File: src/hdl/ipes_pkg.sv
// Constants and types of the paged I2C slave
package ipes_pkg;

	// ******************************
	// Addressing
	// ******************************
	localparam logic [6:0] DEV_ADDR_BASE = 7'h60; // Address with select low
	localparam int         SEL_BIT_POS   = 0;     // Select pin bit in address
	localparam int         ROW_BITS      = 3;     // Eight bytes per row

	// ******************************
	// Timing
	// ******************************
	localparam int CLK_MHZ          = 20;    // Core clock rate
	localparam int NV_WRITE_TIME_US = 10000; // Nonvolatile write time
	localparam int NV_WRITE_CYCLES  = NV_WRITE_TIME_US * CLK_MHZ;

	// ******************************
	// Reset values
	// ******************************
	localparam logic [7:0] ADDR_RST = 8'h00; // Address counter at reset
	localparam logic [3:0] BITS_PER_BYTE = 4'h8; // Data bits in a byte

	// Transaction states, Gray coded along the usual path
	typedef enum logic [2:0] {
		ST_IDLE    = 3'b000,
		ST_DEVADDR = 3'b001,
		ST_MEMADDR = 3'b011,
		ST_WDATA   = 3'b010,
		ST_RDATA   = 3'b110,
		ST_IGNORE  = 3'b100
	} ipes_state_t;

	// One written byte on its way to the memory side
	typedef struct packed {
		logic [7:0] addr; // Target location
		logic [7:0] data; // Byte value
		logic       live; // Update converter now
	} ipes_wr_t;

endpackage

File: src/hdl/ipes_slave.sv
// I2C slave with paged writes, read counter and busy window
module ipes_slave #(
	parameter int NV_CYCLES = ipes_pkg::NV_WRITE_CYCLES // Busy length
) (
	input  wire logic         clk,
	input  wire logic         rstn,
	input  wire logic         sclIn,
	input  wire logic         sdaIn,
	output logic              sdaOut,
	output logic              sdaOeN,
	input  wire logic         immediateUpdatePin,
	input  wire logic         addressSelectPin,
	output logic              wrValid,
	output ipes_pkg::ipes_wr_t wrItem,
	input  wire logic         wrReady,
	output logic [7:0]        rdAddr,
	input  wire logic [7:0]   rdData,
	output logic              nvCommit,
	output logic              busy
);
	localparam int CW = $clog2(NV_CYCLES + 1);

	// ******************************
	// Pin synchronisers
	// ******************************
	logic [1:0] sclSync_q;  // SCL two-stage
	logic [1:0] sdaSync_q;  // SDA two-stage
	logic [1:0] ldSync_q;   // Load pin two-stage
	logic [1:0] selSync_q;  // Select pin two-stage
	logic       sclPrev_q;  // SCL one cycle older
	logic       sdaPrev_q;  // SDA one cycle older

	always_ff @(posedge clk or negedge rstn) begin
		if (!rstn) begin
			sclSync_q <= 2'b11;
			sdaSync_q <= 2'b11;
			ldSync_q  <= 2'b00;
			selSync_q <= 2'b00;
			sclPrev_q <= 1'b1;
			sdaPrev_q <= 1'b1;
		end else begin
			sclSync_q <= {sclSync_q[0], sclIn};
			sdaSync_q <= {sdaSync_q[0], sdaIn};
			ldSync_q  <= {ldSync_q[0], immediateUpdatePin};
			selSync_q <= {selSync_q[0], addressSelectPin};
			sclPrev_q <= sclSync_q[1];
			sdaPrev_q <= sdaSync_q[1];
		end
	end

	// ******************************
	// Bus events
	// ******************************
	wire scl       = sclSync_q[1];
	wire sda       = sdaSync_q[1];
	wire sclRise   = scl && !sclPrev_q;
	wire sclFall   = !scl && sclPrev_q;
	wire startSeen = scl && sclPrev_q && sdaPrev_q && !sda;
	wire stopSeen  = scl && sclPrev_q && !sdaPrev_q && sda;

	// ******************************
	// Transaction state
	// ******************************
	ipes_pkg::ipes_state_t state_q;   // Transaction phase
	logic [3:0]  bitCnt_q;            // Bits moved in this byte
	logic [7:0]  shift_q;             // Received bits
	logic [7:0]  tx_q;                // Bits left to send
	logic [7:0]  addrCnt_q;           // Internal address counter
	logic        ackPhase_q;          // Inside the ninth bit
	logic        sdaLow_q;            // Pulling SDA low
	logic        wrote_q;             // Byte written since last STOP
	logic [CW-1:0] busyCnt_q;         // Nonvolatile write timer
	logic        busy_q;              // Write in progress
	logic        commit_q;            // Start of nonvolatile copy

	// Own seven-bit address from the select pin
	wire [6:0] ownAddr = ipes_pkg::DEV_ADDR_BASE |
		(7'(selSync_q[1]) << ipes_pkg::SEL_BIT_POS);
	wire       byteDone = (bitCnt_q == ipes_pkg::BITS_PER_BYTE);
	wire       addrHit  = (shift_q[7:1] == ownAddr) && !busy_q;

	// Row-bounded step of the counter
	function automatic logic [7:0] nextInRow(input logic [7:0] a);
		logic [ipes_pkg::ROW_BITS-1:0] low;
		low = a[ipes_pkg::ROW_BITS-1:0] + 1'b1;
		nextInRow = {a[7:ipes_pkg::ROW_BITS], low};
	endfunction

	// ******************************
	// Write path buffer
	// ******************************
	ipes_pkg::ipes_wr_t pushItem;    // Byte being accepted
	logic               bufReady;    // Buffer has room
	wire                pushNow = (state_q == ipes_pkg::ST_WDATA) &&
		sclFall && !ackPhase_q && byteDone && bufReady;

	assign pushItem = '{addr: addrCnt_q, data: shift_q,
		live: ldSync_q[1]};

	ipes_buffer #(
		.W     ($bits(ipes_pkg::ipes_wr_t)),
		.DEPTH (2)
	) u_buf (
		.clk      (clk),
		.rstn     (rstn),
		.inValid  (pushNow),
		.inData   (pushItem),
		.inReady  (bufReady),
		.outValid (wrValid),
		.outData  (wrItem),
		.outReady (wrReady)
	);

	// ******************************
	// Byte and bit sequencing
	// ******************************
	always_ff @(posedge clk or negedge rstn) begin
		if (!rstn) begin
			state_q    <= ipes_pkg::ST_IDLE;
			bitCnt_q   <= 4'h0;
			shift_q    <= 8'h00;
			tx_q       <= 8'h00;
			addrCnt_q  <= ipes_pkg::ADDR_RST;
			ackPhase_q <= 1'b0;
			sdaLow_q   <= 1'b0;
			wrote_q    <= 1'b0;
		end else if (startSeen) begin
			state_q    <= ipes_pkg::ST_DEVADDR;
			bitCnt_q   <= 4'h0;
			ackPhase_q <= 1'b0;
			sdaLow_q   <= 1'b0;
		end else if (stopSeen) begin
			// Back to idle, bus released
			state_q    <= ipes_pkg::ST_IDLE;
			ackPhase_q <= 1'b0;
			sdaLow_q   <= 1'b0;
			wrote_q    <= 1'b0;
		end else if (sclRise && ackPhase_q) begin
			// Master NACK ends the read
			if (state_q == ipes_pkg::ST_RDATA && sda) begin
				state_q <= ipes_pkg::ST_IGNORE;
			end
		end else if (sclRise && !byteDone) begin
			// Sample one bit, MSB first
			shift_q  <= {shift_q[6:0], sda};
			bitCnt_q <= bitCnt_q + 4'h1;
		end else if (sclFall && ackPhase_q) begin
			// End of ninth bit
			ackPhase_q <= 1'b0;
			bitCnt_q   <= 4'h0;
			if (state_q == ipes_pkg::ST_RDATA) begin
				tx_q     <= rdData;
				sdaLow_q <= !rdData[7];
			end else begin
				sdaLow_q <= 1'b0;
			end
		end else if (sclFall && byteDone) begin
			case (state_q)
				ipes_pkg::ST_DEVADDR: begin
					if (addrHit) begin
						ackPhase_q <= 1'b1;
						sdaLow_q   <= 1'b1;
						state_q    <= shift_q[0] ? ipes_pkg::ST_RDATA
							: ipes_pkg::ST_MEMADDR;
					end else begin
						state_q <= ipes_pkg::ST_IGNORE;
					end
				end
				ipes_pkg::ST_MEMADDR: begin
					addrCnt_q  <= shift_q;
					ackPhase_q <= 1'b1;
					sdaLow_q   <= 1'b1;
					state_q    <= ipes_pkg::ST_WDATA;
				end
				ipes_pkg::ST_WDATA: begin
					if (bufReady) begin
						addrCnt_q  <= nextInRow(addrCnt_q);
						ackPhase_q <= 1'b1;
						sdaLow_q   <= 1'b1;
						wrote_q    <= 1'b1;
					end else begin
						// Stall: byte refused with NACK
						state_q <= ipes_pkg::ST_IGNORE;
					end
				end
				ipes_pkg::ST_RDATA: begin
					addrCnt_q  <= addrCnt_q + 8'h01;
					ackPhase_q <= 1'b1;
					sdaLow_q   <= 1'b0;
				end
				default: begin
					bitCnt_q <= 4'h0;
				end
			endcase
		end else if (sclFall && state_q == ipes_pkg::ST_RDATA) begin
			// Next read bit on falling edge
			tx_q     <= {tx_q[6:0], 1'b0};
			sdaLow_q <= !tx_q[6];
		end
	end

	// ******************************
	// Nonvolatile write timer
	// ******************************
	always_ff @(posedge clk or negedge rstn) begin
		if (!rstn) begin
			busyCnt_q <= '0;
			busy_q    <= 1'b0;
			commit_q  <= 1'b0;
		end else begin
			commit_q <= stopSeen && wrote_q;
			if (stopSeen && wrote_q) begin
				busyCnt_q <= CW'(NV_CYCLES);
				busy_q    <= 1'b1;
			end else if (busyCnt_q != '0) begin
				busyCnt_q <= busyCnt_q - 1'b1;
				busy_q    <= (busyCnt_q != CW'(1));
			end
		end
	end

	// ******************************
	// Outputs
	// ******************************
	always_ff @(posedge clk or negedge rstn) begin
		if (!rstn) begin
			sdaOut <= 1'b0;
			sdaOeN <= 1'b1;
		end else begin
			sdaOut <= 1'b0;
			sdaOeN <= !sdaLow_q;
		end
	end

	assign rdAddr   = addrCnt_q;
	assign nvCommit = commit_q;
	assign busy     = busy_q;
endmodule

File: src/hdl/ipes_buffer.sv
// Two-entry buffer with valid and ready on both sides
module ipes_buffer #(
	parameter int W     = 17, // Word width
	parameter int DEPTH = 2   // Number of entries
) (
	input  wire logic         clk,
	input  wire logic         rstn,
	input  wire logic         inValid,
	input  wire logic [W-1:0] inData,
	output logic              inReady,
	output logic              outValid,
	output logic [W-1:0]      outData,
	input  wire logic         outReady
);
	localparam int PW = (DEPTH > 1) ? $clog2(DEPTH) : 1;

	// ******************************
	// Storage and pointers
	// ******************************
	logic [W-1:0]  mem_q [DEPTH];     // Entries
	logic [PW-1:0] wrPtr_q;           // Next free slot
	logic [PW-1:0] rdPtr_q;           // Oldest slot
	logic [PW:0]   count_q;           // Entries held
	wire           push = inValid && inReady;
	wire           pop  = outValid && outReady;

	// Honest full and empty
	assign inReady  = (count_q != (PW+1)'(DEPTH));
	assign outValid = (count_q != '0);
	assign outData  = mem_q[rdPtr_q];

	// Pointer wrap
	function automatic logic [PW-1:0] bump(input logic [PW-1:0] p);
		bump = (p == PW'(DEPTH - 1)) ? '0 : p + 1'b1;
	endfunction

	// Entry write
	always_ff @(posedge clk) begin
		if (push) begin
			mem_q[wrPtr_q] <= inData;
		end
	end

	// Pointers and fill level
	always_ff @(posedge clk or negedge rstn) begin
		if (!rstn) begin
			wrPtr_q <= '0;
			rdPtr_q <= '0;
			count_q <= '0;
		end else begin
			if (push) wrPtr_q <= bump(wrPtr_q);
			if (pop) rdPtr_q <= bump(rdPtr_q);
			count_q <= count_q + (PW+1)'(push) - (PW+1)'(pop);
		end
	end
endmodule

File: config.mk
export PLATFORM = sky130hd
export DESIGN_NAME = ipes_slave
export DESIGN_NICKNAME = d
export VERILOG_FILES = /design/src/hdl/ipes_pkg.sv /design/src/hdl/ipes_slave.sv /design/src/hdl/ipes_buffer.sv
export SDC_FILE = /design/constraint.sdc
export NUM_CORES = 1
export LEC_CHECK = 0
export ABC_AREA = 1
export BUFFER_PORTS_ARGS = -buffer_cell sky130_fd_sc_hd__buf_2
export CAP_MARGIN = 10
export CORE_ASPECT_RATIO = 1.1
export CORE_MARGIN = 8
export CORE_UTILIZATION = 45
export CTS_BUF_LIST = sky130_fd_sc_hd__clkbuf_4 sky130_fd_sc_hd__clkbuf_8
export CTS_CLUSTER_DIAMETER = 50
export DETAILED_ROUTE_END_ITERATION = 7
export PLACE_DENSITY_LB_ADDON = 0.15
export SETUP_SLACK_MARGIN = 0.05
export SLEW_MARGIN = 20
export SYNTH_ARGS = -nofsm -noshare
export SYNTH_HDL_FRONTEND = slang
export SYNTH_SLANG_ARGS = --single-unit
File: constraint.sdc
create_clock -name clk -period 4.2 [get_ports clk]
set_input_delay 0.21 -clock clk [delete_from_list [all_inputs] [get_ports clk]]
set_output_delay 0.21 -clock clk [all_outputs]
set_load 0.03 [all_outputs]
==> impl_metrics.json <==
{
  "outcome": "completed",
  "grt_max_degree": 41,
  "clock_skew_ns": 0.00889,
  "final_common_cell": "nand2_1",
  "setup_viol": 0,
  "ys_warn_count": 0,
  "chipHeight_um": 125,
  "grt_pass1_wl_mm": 16.6,
  "root_buffer": "clkbuf_8",
  "r2r_setup_slack_ns": 2.17,
  "r2r-start": "bitCnt_q[0]",
  "avgSynthCellArea_sq_um": 8.69,
  "gr-total-overflow": 0,
  "fin_util_pct": 51.0,
  "reg2reg_to": "u_buf.mem_q[0][9]",
  "drtPass1Iterations": 4,
  "core.rowCount": 40,
  "setup_slack_ns": 1.87,
  "fin_tns_setup_ns": 0,
  "syn_area_sq_mm": 0.00489,
  "place_ws_ns": 2.16,
  "antenna_found_initial": 0,
  "cts_buffers": 9,
  "yosysSeqAreaShare_pct": 55.8,
  "critPathSlowestCell": "dfrtp_1",
  "crit_arrival_ns": 2.12,
  "critical_path_cell_count": 4,
  "synthToLayoutAreaGrowth_pct": 12.1,
  "ys_types": 38,
  "drive_above_1_share_pct": 16.4,
  "grt_pass1_vias": 3560,
  "clkTransAtPathRegs_ns": 0.09,
  "min_path_type": "in -> reg",
  "coreArea_sq_mm": 0.0108,
  "start_util_pct": 45.5,
  "gp_congestion": 0.842,
  "port_buffers": 43,
  "place_area_sq_mm": 0.00527,
  "cts_setup_buffers": 0,
  "critPathLaunch": "u_buf.rdPtr_q",
  "syn-instance-count": 563,
  "clk_latency_ns": 0.36,
  "drtIter0Drc": 166,
  "ys_ff_latch": 102,
  "postRouteWirelength_mm": 9.67,
  "cp_cell_sequence": "clkinv_1, nand2_1, nand2_1, buf_2",
  "crit_buf_inv": 2,
  "pin_count": 45,
  "rsz0062_at_grt": "no",
  "avgRoutedWirePerCell_um": 12.6,
  "crit_path_max_fanout": 18,
  "cts_buffer_depth": 2,
  "final_hold_viol_count": 0,
  "period_share_pct": 55.6,
  "stdcell_count": 769,
  "slew_violations": 0,
  "slew_headroom_pct": 52.8,
  "design_area_sq_mm": 0.00549,
  "ant_nets": 0,
  "diodes": 0,
  "reg2regPathDepth": 9,
  "endpoint": "wrItem[16]",
  "h-tree-depth": 3,
  "fp.dieW_um": 115,
  "crit_family": "buffers and inverters",
  "cp_common_cell": "nand2_1",
  "vdd_drop_max_mv": 0.190,
  "cts_sinks": 102,
  "maxCapViolCount": 0,
  "critPathCaptureType": "output pin",
  "max_freq_mhz": 428,
  "dp_cells": 748,
  "static-leakage-power_nw": 2.74,
  "via_per_inst": 4.82,
  "syn_nets": 585,
  "slowest_delay_ns": 0.71,
  "setup.worst_path.start_class": "register",
  "vias": 3706,
  "worstSetupPathType": "reg -> out",
  "drc": 0,
  "tritoncts": "yes",
  "tightest_slew_ns": 0.708,
  "period_needed_ns": 2.33,
  "groute.usage.overall_pct": 14.2,
  "dp_hpwl_mm": 7.18,
  "min_from": "rdData[0]",
  "fin_nets": 639,
  "final_cell_mix": "nand2_1, inv_1, dfrtp_1",
  "die_area_sq_mm": 0.0145,
  "p_per_area_mw_per_mm2": 511,
  "required_ns": 3.99
}
cell usage after synthesis:
cell type,instances,share of area (%)
nand2_1,169,13
inv_1,64,4.9
dfrtp_1,61,31
nor2_1,49,3.8
nand3_1,38,3.9
edfxtp_1,34,21
o21ai_0,30,3.1
nor3_1,11,1.1
a21oi_1,10,1.0
a31oi_1,9,1.2
inv_2,9,0.69
dfstp_2,7,3.8
ha_1,7,1.8
nor2_2,7,0.89
nand2_2,6,0.77
nand4_1,6,0.77
xor2_1,6,1.1
o21ai_1,5,0.51
nor2_4,4,0.92
xnor2_1,4,0.72
buf_2,3,0.31
or2_2,3,0.38
a21o_1,2,0.31
buf_4,2,0.31
nand3_2,2,0.41
nand3b_1,2,0.31
o21ai_2,2,0.36
a21boi_0,1,0.15
buf_1,1,0.077
buf_6,1,0.23
clkbuf_1,1,0.077
clkinv_1,1,0.077
conb_1,1,0.077
nand4_2,1,0.26
nand4_4,1,0.43
nor3b_1,1,0.15
nor4_1,1,0.13
o21bai_1,1,0.15
per-layer routing:
| metal | share of wire (%) | global-route usage [%] |
|---|---|---|
| met5 | 0 | 0 |
| met4 | 1.2 | 4.57 |
| met3 | 4.1 | 3.13 |
| met2 | 50 | 24.3 |
| met1 | 45 | 17.1 |
worst min path at each step:
stage | endpoint | cells past startpoint
floorplan | ackPhase_q | 0
global placement | busyCnt_q[16] | 1
detailed placement | busyCnt_q[17] | 1
CTS | tx_q[5] | 3
global route | tx_q[0] | 3
finish | tx_q[0] | 3
timing repair:
action                    4_1_cts  5_1_grt
hold endpoints to repair       32        0
hold buffers                    5        0
resized for setup               0        0
state kept, by name, indices dropped and copies added, names as in the netlist:
name / cells
u_buf.mem_q: 34
busyCnt_q: 18
rdAddr: 8
shift_q: 8
tx_q: 7
bitCnt_q: 4
state_q: 3
ldSync_q: 2
sclSync_q: 2
sdaSync_q: 2
selSync_q: 2
u_buf.count_q: 2
ackPhase_q: 1
busy: 1
nvCommit: 1
sclPrev_q: 1
sdaLow_q: 1
sdaOeN: 1
sdaPrev_q: 1
u_buf.rdPtr_q: 1
u_buf.wrPtr_q: 1
wrote_q: 1
where the power goes:
| group | internal (mW) | switching (mW) |
|---|---|---|
| clock | 0.219 | 0.325 |
| combinational | 0.341 | 0.687 |
| sequential | 1.14 | 0.0972 |
| total | 1.70 | 1.11 |
cell families (layout without fill, tap and decap cells):
| logic type | Yosys count | count (layout) | share of synthesized area, % |
|---|---|---|---|
| AND/OR/NAND/NOR | 301 | 301 | 27.1 |
| flip-flops | 102 | 102 | 55.8 |
| other | 1 | 1 | 0.0766 |
| buffers and inverters | 82 | 141 | 6.67 |
| XOR/XNOR | 10 | 10 | 1.79 |
| adder cells (fa/ha/maj) | 7 | 7 | 1.79 |
| AO/OA/AOI/OAI | 60 | 60 | 6.72 |
final cells by class:
class                           instances  area, sq um
Inverter                               74          278
Multi-Input combinational cell        379         1840
Timing Repair Buffer                   51          288
Clock inverter                          6         38.8
Sequential cell                       102         2730
Clock buffer                           10          131
Fill cell                            1022         5270
Tap cell                              147          184
per-stage QoR:
| step | total power, mW | hold WS [ns] |
|---|---|---|
| after detailed placement | 2.30 | 0.303 |
| final | 2.81 | 0.108 |
| after floorplan | 2.03 | -0.0856 |
| after global placement | 2.27 | 0.294 |
| after CTS | 2.85 | 0.0905 |
| after global routing | 3.03 | 0.0967 |
tightest hold or removal path: stages:
cell	delay, ns
buf_2	0.09
nand2_1	0.05
o21ai_0	0.07
No activity file was read; power rests on OpenSTA's default activity.
